<file path="config.mk">
export PLATFORM = sky130hd
export DESIGN_NAME = gcr_disk_data_codec
export DESIGN_NICKNAME = d
export VERILOG_FILES = /design/src/hdl/gcr_codec_pkg.sv /design/src/hdl/gcr_disk_data_codec.sv /design/src/hdl/gcr_code_rom.sv
export SDC_FILE = /design/constraint.sdc
export NUM_CORES = 1
export LEC_CHECK = 0
export ABC_AREA = 0
export BUFFER_PORTS_ARGS = -buffer_cell sky130_fd_sc_hd__buf_2
export CORE_UTILIZATION = 50
export CTS_CLUSTER_SIZE = 24
export DETAILED_ROUTE_END_ITERATION = 10
export GPL_ROUTABILITY_DRIVEN = 0
export PLACE_DENSITY = 0.81
export SETUP_SLACK_MARGIN = 0.1
export SYNTH_ARGS = -nofsm -noshare
export SYNTH_HDL_FRONTEND = slang
export SYNTH_HIERARCHICAL = 1
export SYNTH_SLANG_ARGS = --single-unit
</file>
<file path="constraint.sdc">
create_clock -name clk_sys_i -period 5.7 [get_ports clk_sys_i]
set_input_delay 0.285 -clock clk_sys_i [delete_from_list [all_inputs] [get_ports clk_sys_i]]
set_output_delay 0.285 -clock clk_sys_i [all_outputs]
set_load 0.01 [all_outputs]
</file>
<file path="src/hdl/gcr_codec_pkg.sv">
// Shared constants and types for the group-code disk data path
package gcr_codec_pkg;
  localparam int unsigned CLK_MHZ      = 40;
  localparam int unsigned BIT_CELL_NS  = 200;
  localparam int unsigned BIT_CELL_CYC = BIT_CELL_NS * CLK_MHZ / 1000;
  localparam logic [3:0]  CELL_LAST    = 4'(BIT_CELL_CYC - 1);
  localparam logic [3:0]  CELL_HALF    = 4'(BIT_CELL_CYC / 2);
  localparam logic [3:0]  GROUP_LAST   = 4'h9;
  localparam logic [9:0]  SYNC_GROUP   = 10'h3ff;
  localparam logic [3:0]  SYNC_MIN     = 4'h9;
  localparam logic [7:0]  MARK_HDR     = 8'h07;
  localparam logic [7:0]  MARK_DATA    = 8'h08;
  localparam logic [6:0]  TRACK_MAX    = 7'h50;
  localparam logic [9:0]  TRACK_COUNT  = 10'h051;
  localparam logic [4:0]  SECT_OUTER   = 5'h13;
  localparam logic [4:0]  SECT_INNER   = 5'h0c;
  localparam int unsigned TACH_BASE_US = 1000;
  localparam int unsigned TACH_STEP_US = 100;
  localparam int unsigned TACH_BASE_CYC = TACH_BASE_US * CLK_MHZ;
  localparam int unsigned TACH_STEP_CYC = TACH_STEP_US * CLK_MHZ;
  localparam logic [7:0]  SPEED_RESET  = 8'h80;
  localparam logic [7:0]  SPEED_MAX    = 8'hff;
  localparam logic [7:0]  SPEED_MIN    = 8'h00;
  localparam logic [19:0] PERIOD_MAX   = 20'hfffff;
  localparam logic [4:0]  GCR_ENC [16] = '{
    5'h0a, 5'h0b, 5'h12, 5'h13, 5'h0e, 5'h0f, 5'h16, 5'h17,
    5'h09, 5'h19, 5'h1a, 5'h1b, 5'h0d, 5'h1d, 5'h1e, 5'h15};

  typedef enum logic [1:0] {
    W_IDLE = 2'b00,
    W_SYNC = 2'b01,
    W_MARK = 2'b10,
    W_DATA = 2'b11
  } wr_state_t;
endpackage

</file>
<file path="src/hdl/gcr_disk_data_codec.sv">
// Group-code disk data path: write serialiser, read recovery, zones, speed
module gcr_disk_data_codec
  import gcr_codec_pkg::*;
#(
  parameter int unsigned TACH_BASE = TACH_BASE_CYC,
  parameter int unsigned TACH_STEP = TACH_STEP_CYC
) (
  input  wire logic       clk_sys_i,
  input  wire logic       arst_n_i,
  input  wire logic       wr_start_i,
  input  wire logic       wr_field_i,
  input  wire logic [7:0] wr_byte_i,
  input  wire logic       wr_valid_i,
  output logic            wr_ready_o,
  output logic            wr_busy_o,
  input  wire logic       wr_prot_i,
  output logic            wr_gate_o,
  output logic            wr_data_o,
  input  wire logic       rd_flux_i,
  output logic            rd_bitclk_o,
  output logic            rd_lock_o,
  output logic            rd_field_o,
  output logic            rd_mark_o,
  output logic [7:0]      rd_byte_o,
  output logic            rd_valid_o,
  output logic            rd_err_o,
  input  wire logic [6:0] want_track_i,
  input  wire logic [6:0] want_sector_i,
  output logic            hdr_match_o,
  input  wire logic       door_open_i,
  output logic            door_open_o,
  output logic            disk_in_o,
  input  wire logic [6:0] track_i,
  output logic [2:0]      zone_o,
  output logic [4:0]      sectors_o,
  input  wire logic       tach_i,
  output logic [7:0]      speed_o
);
  // Pin synchronisers
  logic [1:0] wp_sync_reg, flux_sync_reg, door_sync_reg, tach_sync_reg;
  logic       flux_prev_reg, door_prev_reg, tach_prev_reg;

  always_ff @(posedge clk_sys_i or negedge arst_n_i) begin
    if (!arst_n_i) begin
      wp_sync_reg   <= 2'h3;
      flux_sync_reg <= 2'h0;
      door_sync_reg <= 2'h3;
      tach_sync_reg <= 2'h0;
      flux_prev_reg <= 1'b0;
      door_prev_reg <= 1'b1;
      tach_prev_reg <= 1'b0;
    end else begin
      wp_sync_reg   <= {wp_sync_reg[0], wr_prot_i};
      flux_sync_reg <= {flux_sync_reg[0], rd_flux_i};
      door_sync_reg <= {door_sync_reg[0], door_open_i};
      tach_sync_reg <= {tach_sync_reg[0], tach_i};
      flux_prev_reg <= flux_sync_reg[1];
      door_prev_reg <= door_sync_reg[1];
      tach_prev_reg <= tach_sync_reg[1];
    end
  end

  wire wp_s      = wp_sync_reg[1];
  wire flux_edge = flux_sync_reg[1] & ~flux_prev_reg;
  wire tach_edge = tach_sync_reg[1] & ~tach_prev_reg;

  // Code table lookups: encode for writing, decode for reading
  wr_state_t  wr_state_reg, wr_state_next;
  logic [9:0] rd_sh_reg;
  logic       wr_field_reg;
  wire  [7:0] enc_byte = (wr_state_reg == W_SYNC) ?
                         (wr_field_reg ? MARK_DATA : MARK_HDR) : wr_byte_i;
  logic [4:0] code_hi, code_lo;
  logic [3:0] nib_hi, nib_lo;
  logic       ok_hi, ok_lo;

  gcr_code_rom u_rom_hi (
    .nib_i   (enc_byte[7:4]),
    .code_i  (rd_sh_reg[9:5]),
    .code_o  (code_hi),
    .nib_o   (nib_hi),
    .valid_o (ok_hi)
  );

  gcr_code_rom u_rom_lo (
    .nib_i   (enc_byte[3:0]),
    .code_i  (rd_sh_reg[4:0]),
    .code_o  (code_lo),
    .nib_o   (nib_lo),
    .valid_o (ok_lo)
  );

  // Write serialiser
  logic [3:0] wr_cell_reg, wr_bit_reg;
  logic [9:0] wr_sh_reg;
  logic       wr_gate_reg, wr_dout_reg;
  wire        wr_tick  = (wr_state_reg != W_IDLE) && (wr_cell_reg == CELL_LAST);
  wire        grp_end  = wr_tick && (wr_bit_reg == GROUP_LAST);
  wire        take     = grp_end && (wr_state_reg != W_SYNC) && wr_valid_i;
  wire        load_grp = (grp_end && (wr_state_reg == W_SYNC)) || take;

  assign wr_ready_o = take;
  assign wr_busy_o  = (wr_state_reg != W_IDLE);

  always_comb begin
    wr_state_next = wr_state_reg;
    unique case (wr_state_reg)
      W_IDLE: if (wr_start_i) wr_state_next = W_SYNC;
      W_SYNC: if (grp_end) wr_state_next = W_MARK;
      W_MARK,
      W_DATA: if (grp_end) wr_state_next = wr_valid_i ? W_DATA : W_IDLE;
    endcase
  end

  always_ff @(posedge clk_sys_i or negedge arst_n_i) begin
    if (!arst_n_i) begin
      wr_state_reg <= W_IDLE;
      wr_field_reg <= 1'b0;
      wr_cell_reg  <= 4'h0;
      wr_bit_reg   <= 4'h0;
      wr_sh_reg    <= 10'h000;
      wr_gate_reg  <= 1'b0;
      wr_dout_reg  <= 1'b0;
    end else begin
      wr_state_reg <= wr_state_next;
      if (wr_state_reg == W_IDLE && wr_start_i) begin
        wr_field_reg <= wr_field_i;
        wr_sh_reg    <= SYNC_GROUP;
        wr_cell_reg  <= 4'h0;
        wr_bit_reg   <= 4'h0;
      end else if (wr_tick) begin
        wr_cell_reg <= 4'h0;
        wr_bit_reg  <= grp_end ? 4'h0 : wr_bit_reg + 4'h1;
        wr_sh_reg   <= load_grp ? {code_hi, code_lo} : {wr_sh_reg[8:0], 1'b0};
      end else if (wr_state_reg != W_IDLE) begin
        wr_cell_reg <= wr_cell_reg + 4'h1;
      end
      wr_gate_reg <= (wr_state_reg != W_IDLE) && !wp_s;
      wr_dout_reg <= (wr_state_reg != W_IDLE) && !wp_s && wr_sh_reg[9];
    end
  end

  assign wr_gate_o = wr_gate_reg;
  assign wr_data_o = wr_dout_reg;

  // Read clock recovery: each flux edge recentres the cell counter
  logic [3:0] rd_cell_reg, rd_ones_reg, rd_cnt_reg;
  logic       rd_seen_reg, rd_tick_reg, rd_lock_reg, rd_mark_exp_reg, rd_grp_reg;
  wire        rd_tick  = (rd_cell_reg == CELL_LAST) && !flux_edge;
  wire        rd_bit   = rd_seen_reg;
  wire        sync_end = rd_tick && !rd_bit && (rd_ones_reg >= SYNC_MIN);

  always_ff @(posedge clk_sys_i or negedge arst_n_i) begin
    if (!arst_n_i) begin
      rd_cell_reg <= 4'h0;
      rd_seen_reg <= 1'b0;
      rd_tick_reg <= 1'b0;
      rd_ones_reg <= 4'h0;
    end else begin
      rd_tick_reg <= rd_tick;
      if (flux_edge) begin
        rd_cell_reg <= CELL_HALF;
        rd_seen_reg <= 1'b1;
      end else if (rd_tick) begin
        rd_cell_reg <= 4'h0;
        rd_seen_reg <= 1'b0;
      end else begin
        rd_cell_reg <= rd_cell_reg + 4'h1;
      end
      if (rd_tick)
        rd_ones_reg <= !rd_bit ? 4'h0 : (rd_ones_reg == 4'hf) ? 4'hf : rd_ones_reg + 4'h1;
    end
  end

  // Framing: a run of ones, then the first zero opens the mark group
  always_ff @(posedge clk_sys_i or negedge arst_n_i) begin
    if (!arst_n_i) begin
      rd_lock_reg     <= 1'b0;
      rd_mark_exp_reg <= 1'b0;
      rd_cnt_reg      <= 4'h0;
      rd_sh_reg       <= 10'h000;
      rd_grp_reg      <= 1'b0;
    end else begin
      rd_grp_reg <= 1'b0;
      if (sync_end) begin
        rd_lock_reg     <= 1'b1;
        rd_mark_exp_reg <= 1'b1;
        rd_sh_reg       <= 10'h000;
        rd_cnt_reg      <= 4'h1;
      end else if (rd_tick && rd_lock_reg) begin
        rd_sh_reg  <= {rd_sh_reg[8:0], rd_bit};
        rd_cnt_reg <= (rd_cnt_reg == GROUP_LAST) ? 4'h0 : rd_cnt_reg + 4'h1;
        rd_grp_reg <= (rd_cnt_reg == GROUP_LAST);
        if (rd_bit && rd_ones_reg >= SYNC_MIN)
          rd_lock_reg <= 1'b0;
      end
      if (rd_grp_reg)
        rd_mark_exp_reg <= 1'b0;
    end
  end

  // Byte rebuild and field identification
  wire [7:0] rd_dec   = {nib_hi, nib_lo};
  wire       rd_bad   = !(ok_hi && ok_lo);
  wire       is_data  = (rd_dec == MARK_DATA);
  wire       is_hdr   = (rd_dec == MARK_HDR);
  logic [1:0] hdr_idx_reg;
  logic       trk_ok_reg, rd_field_reg, rd_mark_reg, rd_valid_reg, rd_err_reg, hdr_hit_reg;
  logic [7:0] rd_byte_reg;

  always_ff @(posedge clk_sys_i or negedge arst_n_i) begin
    if (!arst_n_i) begin
      rd_field_reg <= 1'b0;
      rd_mark_reg  <= 1'b0;
      rd_valid_reg <= 1'b0;
      rd_err_reg   <= 1'b0;
      rd_byte_reg  <= 8'h00;
      hdr_idx_reg  <= 2'h0;
      trk_ok_reg   <= 1'b0;
      hdr_hit_reg  <= 1'b0;
    end else begin
      rd_mark_reg  <= 1'b0;
      rd_valid_reg <= 1'b0;
      hdr_hit_reg  <= 1'b0;
      if (rd_grp_reg && rd_mark_exp_reg) begin
        rd_mark_reg  <= 1'b1;
        rd_field_reg <= is_data;
        rd_err_reg   <= rd_bad || !(is_data || is_hdr);
        hdr_idx_reg  <= 2'h0;
      end else if (rd_grp_reg) begin
        rd_valid_reg <= 1'b1;
        rd_byte_reg  <= rd_dec;
        rd_err_reg   <= rd_bad;
        if (!rd_field_reg && hdr_idx_reg != 2'h2) begin
          hdr_idx_reg <= hdr_idx_reg + 2'h1;
          if (hdr_idx_reg == 2'h0)
            trk_ok_reg <= (rd_dec == {1'b0, want_track_i});
          else
            hdr_hit_reg <= trk_ok_reg && (rd_dec == {1'b0, want_sector_i}) && !rd_bad;
        end
      end
    end
  end

  assign rd_bitclk_o = rd_tick_reg;
  assign rd_lock_o   = rd_lock_reg;
  assign rd_field_o  = rd_field_reg;
  assign rd_mark_o   = rd_mark_reg;
  assign rd_valid_o  = rd_valid_reg;
  assign rd_err_o    = rd_err_reg;
  assign rd_byte_o   = rd_byte_reg;
  assign hdr_match_o = hdr_hit_reg;

  // Door switch; a closing door signals a fresh diskette
  logic door_reg, disk_in_reg;
  always_ff @(posedge clk_sys_i or negedge arst_n_i) begin
    if (!arst_n_i) begin
      door_reg    <= 1'b1;
      disk_in_reg <= 1'b0;
    end else begin
      door_reg    <= door_sync_reg[1];
      disk_in_reg <= door_prev_reg && !door_sync_reg[1];
    end
  end
  assign door_open_o = door_reg;
  assign disk_in_o   = disk_in_reg;

  // Zones: tracks beyond the innermost are clamped
  wire [6:0] trk_c   = (track_i > TRACK_MAX) ? TRACK_MAX : track_i;
  wire [9:0] trk_x8  = {trk_c, 3'h0};
  wire [2:0] zone    = 3'(trk_x8 / TRACK_COUNT);
  assign zone_o      = zone;
  assign sectors_o   = SECT_OUTER - {2'h0, zone};

  // Speed loop: inner zones spin slower, so their tach period is longer
  logic [19:0] period_reg;
  logic [7:0]  speed_reg;
  wire  [19:0] target = 20'(TACH_BASE) + 20'(TACH_STEP) * {17'h0, zone};
  wire         slow   = period_reg > target;
  wire         fast   = period_reg < target;

  always_ff @(posedge clk_sys_i or negedge arst_n_i) begin
    if (!arst_n_i) begin
      period_reg <= 20'h00000;
      speed_reg  <= SPEED_RESET;
    end else begin
      if (tach_edge) begin
        period_reg <= 20'h00000;
        if (slow && speed_reg != SPEED_MAX)
          speed_reg <= speed_reg + 8'h01;
        else if (fast && speed_reg != SPEED_MIN)
          speed_reg <= speed_reg - 8'h01;
      end else if (period_reg != PERIOD_MAX) begin
        period_reg <= period_reg + 20'h00001;
      end
    end
  end
  assign speed_o = speed_reg;

  // Checks
  a_wp_no_current: assert property (@(posedge clk_sys_i) disable iff (!arst_n_i)
    wp_s |=> !wr_gate_o) else $error("write current while protected");
  a_sync_first: assert property (@(posedge clk_sys_i) disable iff (!arst_n_i)
    (wr_state_reg == W_IDLE && wr_start_i) |=> (wr_state_reg == W_SYNC) && wr_sh_reg == SYNC_GROUP)
    else $error("field not led by sync");
  a_cell_spacing: assert property (@(posedge clk_sys_i) disable iff (!arst_n_i)
    (wr_tick && wr_state_next != W_IDLE) |=> !wr_tick [*7] ##1 wr_tick)
    else $error("bit cell length wrong");
  a_enc_load: assert property (@(posedge clk_sys_i) disable iff (!arst_n_i)
    take |=> wr_sh_reg == {GCR_ENC[$past(wr_byte_i[7:4])], GCR_ENC[$past(wr_byte_i[3:0])]})
    else $error("encoded group wrong");
  a_sync_lock: assert property (@(posedge clk_sys_i) disable iff (!arst_n_i)
    sync_end |=> rd_lock_o ##[1:90] rd_mark_o) else $error("sync did not lock");
  a_byte_pulse: assert property (@(posedge clk_sys_i) disable iff (!arst_n_i)
    rd_valid_o |=> !rd_valid_o [*7]) else $error("byte strobes too close");
  a_zone_sectors: assert property (@(posedge clk_sys_i) disable iff (!arst_n_i)
    (track_i == 7'h00 |-> sectors_o == SECT_OUTER) and
    (track_i == TRACK_MAX |-> sectors_o == SECT_INNER)) else $error("sector count wrong");
  a_speed_up: assert property (@(posedge clk_sys_i) disable iff (!arst_n_i)
    (tach_edge && slow && speed_o != SPEED_MAX) |=> speed_o == $past(speed_o) + 8'h01)
    else $error("speed not raised");
  a_door_insert: assert property (@(posedge clk_sys_i) disable iff (!arst_n_i)
    $fell(door_sync_reg[1]) |=> disk_in_o ##1 !disk_in_o) else $error("insert not reported");
endmodule // gcr_disk_data_codec

</file>
<file path="src/hdl/gcr_code_rom.sv">
// Fixed nibble to group-code table, both directions
module gcr_code_rom
  import gcr_codec_pkg::*;
(
  input  wire logic [3:0] nib_i,
  input  wire logic [4:0] code_i,
  output logic      [4:0] code_o,
  output logic      [3:0] nib_o,
  output logic            valid_o
);
  assign code_o = GCR_ENC[nib_i];

  always_comb begin
    nib_o   = 4'h0;
    valid_o = 1'b0;
    for (int i = 0; i < 16; i++) begin
      if (GCR_ENC[i] == code_i) begin
        nib_o   = 4'(i);
        valid_o = 1'b1;
      end
    end
  end
endmodule // gcr_code_rom

</file>
==> results of run 1 <==
[power by group]
part           switching, mW  total, mW  internal (mW)
clock                  0.290      0.648          0.358
sequential             0.142       1.03          0.889
combinational          0.755       1.55          0.793
[cells in the final DEF (no fill, tap or decap), types with 18 or more instances in the layout]
cell       n
buf_4     81
nand2_1   93
dfrtp_1  100
nor3_1    22
xor2_1    22
inv_1     26
o21ai_0   33
xnor2_1   18
ha_1      40
nor2_1    69
a21oi_1   42
buf_2     71
[worst max-delay path, delay by kind of cell]
| kind | cells | cell delay, ps |
|---|---|---|
| adder cells (fa/ha/maj) | 8 | 2590 |
| multiplexers | 1 | 170 |
| buffers and inverters | 5 | 320 |
| XOR/XNOR | 1 | 190 |
| AO/OA/AOI/OAI | 12 | 2000 |
| AND/OR/NAND/NOR | 16 | 2570 |
[through the flow]
| step | setup TNS, ps | util, % |
|---|---|---|
| 5_1_grt | -16740 | 64.2 |
| 6_report | -14130 | 64.2 |
| 2_1_floorplan | -17870 | - |
| 3_3_place_gp | -15420 | 59.8 |
| 4_1_cts | -13780 | 63.5 |
| 3_5_place_dp | -17200 | 59.8 |
[worst max-delay path by stage]
stage,slack (ps),cells past startpoint,from,end
finish,-2160,43,track_i[4],speed_o[7]
global route,-2490,43,track_i[4],speed_o[7]
CTS,-2080,43,track_i[4],speed_o[7]
detailed placement,-2550,43,track_i[5],speed_o[7]
global placement,-2230,43,track_i[5],speed_o[7]
floorplan,-2600,42,track_i[5],speed_o[6]
[metal layers]
metal  vias to the layer above  global-route usage (%)
met4                         0                    8.31
met2                       100                    38.6
met1                      2890                    28.6
li1                       2934                       -
met3                        26                    2.59
met5                         -                       0
[area by class of cell]
cell class                 instances  area [sq um]  area share [%]
clock buffer                      10           239            2.80
clock inverter                     6          73.8           0.865
inverter                          34           130            1.52
multi-input combinational        585          4160            48.7
sequential                       106          2660            31.2
tap                              176           220            2.58
timing repair buffer             160          1060            12.4
[cell families after synthesis]
group	count (synthesis)	share of synthesized area (%)
DFF	106	38.9
buffers and inverters	58	4.10
muxes	23	3.68
AOI/OAI and AO/OA	161	15.5
xor gates and xnor gates	44	5.64
and+or+nand+nor	306	22.2
adders and majority gates	51	9.99
[repair_timing]
item	4_1_cts	5_1_grt
hold buffers	1	0
endpoints found under the setup margin	8	8
resized for setup	23	14
pin swaps	36	18
hold endpoints to repair	37	0
buffers inserted	10	11
==> results.md, run 1 <==
- Status: complete, but fails checks
- Failing checks: negative setup slack
- Starting density of the core: 51.4%
- Post-Route WL: 15.6 mm
- Worst Setup Slack, final: -2160 ps
- Antenna viol nets, final: 0
- Hold Path Class: input port to flip-flop
- Clock sink count: 106
- Synth area leaders: dfrtp_1 (37%), ha_1 (8.2%), nand2_1 (5.1%), nor2_1 (4.1%), a21oi_1 (3.5%)
- Wl on met1: 6.96 mm
- TritonCTS clock tree: done
- Final Hold Vio Count: 0
- Clock-pin transition on the worst setup and hold timing paths: 70 ps
- Crit Path Category: input port to flip-flop
- Post-synthesis sequential area ratio: 38.9%
- Num ports: 75
- DR vias: 5950
- Post-route cell area: 0.00854 sq mm
- RSZ-0062 raised after global routing: true
- Metal2 WL: 7.93 mm
- Initial DRT Pass Iterations: 5
- Slowest cell on crit path: fa_2
- Area leader, netlist: dfrtp_1
- Uppermost layer routed: met4
- Area of the mapped netlist: 0.00684 sq mm
- RR Startpoint: period_reg[6]
- Number of global-route vias before repair: 5665
- Placed inst area: 0.00796 sq mm
- Core region area: 0.0133 sq mm
- Syn nets: 838
- Non-Filler Instances: 1077
- Clk root buf: clkbuf_16
- Final hold slack: 30.3 ps
- Row count: 42
- Synthesis Warnings: 6
- Htree depth: 3
- Vias/cell: 5.52
- Wire length per cell: 14.4 um
- Minimum clock period: 7860 ps
- Fillcell total: 1053
- Clock skew: 10.9 ps
- Maximum VDD drop: 0.207 mV
- Hold depth: 1
- Clock Latency Late Sink: 350 ps
- Max_slew headroom: 31.2%
- Die area: 0.0141 sq mm
- Hpwl dp: 11.1 mm
- Pin count of the biggest net entering global routing: 68
- Die X: 119 um
- Mapped Avg Cell Area: 9.13 sq um
- P_leak: 3.93 nW
- Place WS: -2550 ps
- Top-area cell type share of the netlist area: 36.6%
- Synthesized instance count: 749
- Layout Nets: 985
- Final setup vio count: 8
- Commonest cells in the netlist: dfrtp_1 (100), nand2_1 (93), nor2_1 (74)
- Yosys reg bits: 106
- Worst slew pin tran: 1030 ps
- Reg2reg end: speed_o[7]
- Worst r2r path cells: 15
- Post-synth EDFFs: 0
- Drt first-iter violations: 341
- Worst setup EP type: flip-flop
- Tcrit/Tclk final: 138%
- Die height: 119 um
- # diodes: 0
- Wire length of the first global-routing pass: 25.7 mm
- Layout area overhead: 24.9%
- DRC violations left: 0
- Max-cap violations: 0
- Worst path required time: 5970 ps
- CTS max path bufs: 2
- Buffers added on ports: 74
- Initial antenna violation count: 0
- Worst reg2reg setup slack: 2220 ps
- GRT Overall Usage: 22.3%
- Top-count cell post-synth: dfrtp_1
- TritonCTS Buffers: 9
- Number of flip-flops in the largest register: 20
- Cell Pwr Density: 378 mW/mm^2
- F_max: 0.127 GHz
- CP Data Arrival Time: 8130 ps
- Crit path launch type: input port
- Ratio of cells with drive above 1 in the final layout: 29.2%
- DP Cell Count: 1046
- Hold Path Sink: wp_sync_reg[0]
- Slew Limit Fails: 0
- CP Max Fanout: 6
- Power Total: 3.23 mW
- Netlist cell types: 79
- Met3 wire len: 389 um
- Top FF cell, synth: dfrtp_1
- Hold_sp: wr_prot_i
- Max incr delay on CP: 580 ps
- Asr flop ratio synth: 100%
- Grt total ovfl: 0
Note: power is estimated with default switching activity, not from simulation.
==> inputs of run 2 (changes only) <==
--- a/constraint.sdc
+++ b/constraint.sdc
@@ -3,2 +3,2 @@
 set_output_delay 0.285 -clock clk_sys_i [all_outputs]
-set_load 0.01 [all_outputs]
+set_load 0.05 [all_outputs]
==> run 2 against run 1 <==
The run still ends with negative setup slack left. Register-to-register slack improved by 70 ps. Clock-buffer cell count did not move. Critical path depth unchanged. Worst setup slack got worse by 66 ps. Sequential power about the same. Power rose by 4.9%. Cell area increased by 1.2%. Via count grew 0.10%. Fmax down 0.83%. Sequential cell count stayed put. Critical path type unchanged.
==> results.md, run 2 (synthesized netlist as in run 1, its figures left out) <==
- Max incr delay on CP: 570 ps
- Initial DRT Pass Iterations: 4
- Worst slew pin tran: 953 ps
- Buffers added on ports: 74
- Ratio of cells with drive above 1 in the final layout: 30.4%
- Fillcell total: 1020
- Crit path launch type: input port
- Clk root buf: clkbuf_16
- Worst setup EP type: flip-flop
- Slowest cell on crit path: fa_2
- DP Cell Count: 1052
- RSZ-0062 raised after global routing: true
- Grt total ovfl: 0
- Num ports: 75
- Crit Path Category: input port to flip-flop
- Initial antenna violation count: 0
- Antenna viol nets, final: 0
- Hold_sp: door_open_i
- Setup TNS: -15060 ps
- Clock sink count: 106
- Core region area: 0.0133 sq mm
- Hpwl dp: 11.0 mm
- Number of flip-flops in the largest register: 20
- Starting density of the core: 51.4%
- Wire length of the first global-routing pass: 25.8 mm
- Layout Nets: 992
- CP Max Fanout: 7
- Clock-pin transition on the worst setup and hold timing paths: 80 ps
- RR Startpoint: period_reg[13]
- DR vias: 5956
- Die area: 0.0141 sq mm
- Minimum clock period: 7920 ps
- Row count: 42
- Failing checks: negative setup slack
- Worst Setup Slack, final: -2220 ps
- Number of global-route vias before repair: 5733
- Final hold slack: 26.1 ps
- Final setup vio count: 8
- Die X: 119 um
- Largest delay share family, worst path: simple AND/OR/NAND/NOR gates
- Vias/cell: 5.49
- Post-route cell area: 0.00864 sq mm
- CTS max path bufs: 2
- DRC violations left: 0
- P_leak: 3.97 nW
- F_max: 0.126 GHz
- Layout area overhead: 26.3%
- Slew Limit Fails: 0
- TritonCTS Buffers: 9
- Maximum VDD drop: 0.279 mV
- Placed inst area: 0.00807 sq mm
- Htree depth: 3
- Worst path required time: 5990 ps
- Pin count of the biggest net entering global routing: 66
- Die height: 119 um
- Wire length per cell: 14.4 um
- Status: complete, but fails checks
- TritonCTS clock tree: done
- Hold depth: 1
- Tcrit/Tclk final: 139%
- WP buf/inv: 5
- Drt first-iter violations: 244
- Max_slew headroom: 36.3%
- Final core utilization: 65.0%
- Clock skew: 13.0 ps
- GRT Overall Usage: 22.4%
- Final Hold Vio Count: 0
- Worst r2r path cells: 15
- Place WS: -2630 ps
- # diodes: 0
- Most frequent cells in the layout: dfrtp_1 (100), nand2_1 (92), buf_4 (89)
- Hold Path Sink: door_sync_reg[0]
- Max-cap violations: 0
- Power Total: 3.38 mW
- Clock Latency Late Sink: 360 ps
- Non-Filler Instances: 1084
- Reg2reg end: speed_o[7]
- Cell Pwr Density: 392 mW/mm^2
- CP Data Arrival Time: 8210 ps
- Most common cell after layout, fill and taps aside: dfrtp_1
- Hold Path Class: input port to flip-flop
- Post-Route WL: 15.6 mm
- Worst reg2reg setup slack: 2290 ps
## run 2: cell count changes in the layout (fill, tap and decap cells not counted), sizes merged
cell / before / now
inv: 36 / 35
clkinvlp: 2 / 1
clkinv: 1 / 3
buf: 159 / 166
## run 2: how the worst max path moves through the flow
stage	startpoint	to	slack, ps	cells past startpoint
detailed placement	track_i[5]	speed_o[7]	-2630	42
finish	track_i[4]	speed_o[7]	-2220	43
floorplan	track_i[5]	speed_o[6]	-3490	42
CTS	track_i[4]	speed_o[6]	-2060	42
global route	track_i[4]	speed_o[7]	-2560	43
global placement	track_i[5]	speed_o[7]	-2370	43
## run 2: final cells by class
cell class / count / area [sq um] / share of cell area [%]
Timing Repair Buffer: 167 / 1100 / 12.7
Tap cell: 176 / 220 / 2.55
Clock inverter: 6 / 72.6 / 0.840
Multi-Input combinational cell: 585 / 4210 / 48.7
Sequential cell: 106 / 2660 / 30.8
Inverter: 34 / 134 / 1.55
Clock buffer: 10 / 239 / 2.77
## run 2: what timing repair did
| action | in CTS | in global routing |
|---|---|---|
| endpoints found under the hold margin | 37 | 0 |
| pin swaps | 19 | 5 |
| setup buffers | 12 | 10 |
| endpoints found under the setup margin | 8 | 8 |
| hold buffers | 1 | 0 |
| resized for setup | 20 | 13 |
## run 2: metal layers
| metal | GRT usage, % | vias up | part of all wire (%) |
|---|---|---|---|
| met5 | 0 | - | 0 |
| met4 | 9.41 | 0 | 2.1 |
| met3 | 3.11 | 31 | 2.5 |
| met2 | 38.3 | 107 | 50 |
| met1 | 28.4 | 2878 | 45 |
| li1 | - | 2940 | - |
## run 2: where the power goes
part	internal [mW]	leakage, nW	switching [mW]
Combinational	0.804	2.47	0.901
Sequential	0.889	1.34	0.144
Clock	0.358	0.155	0.288
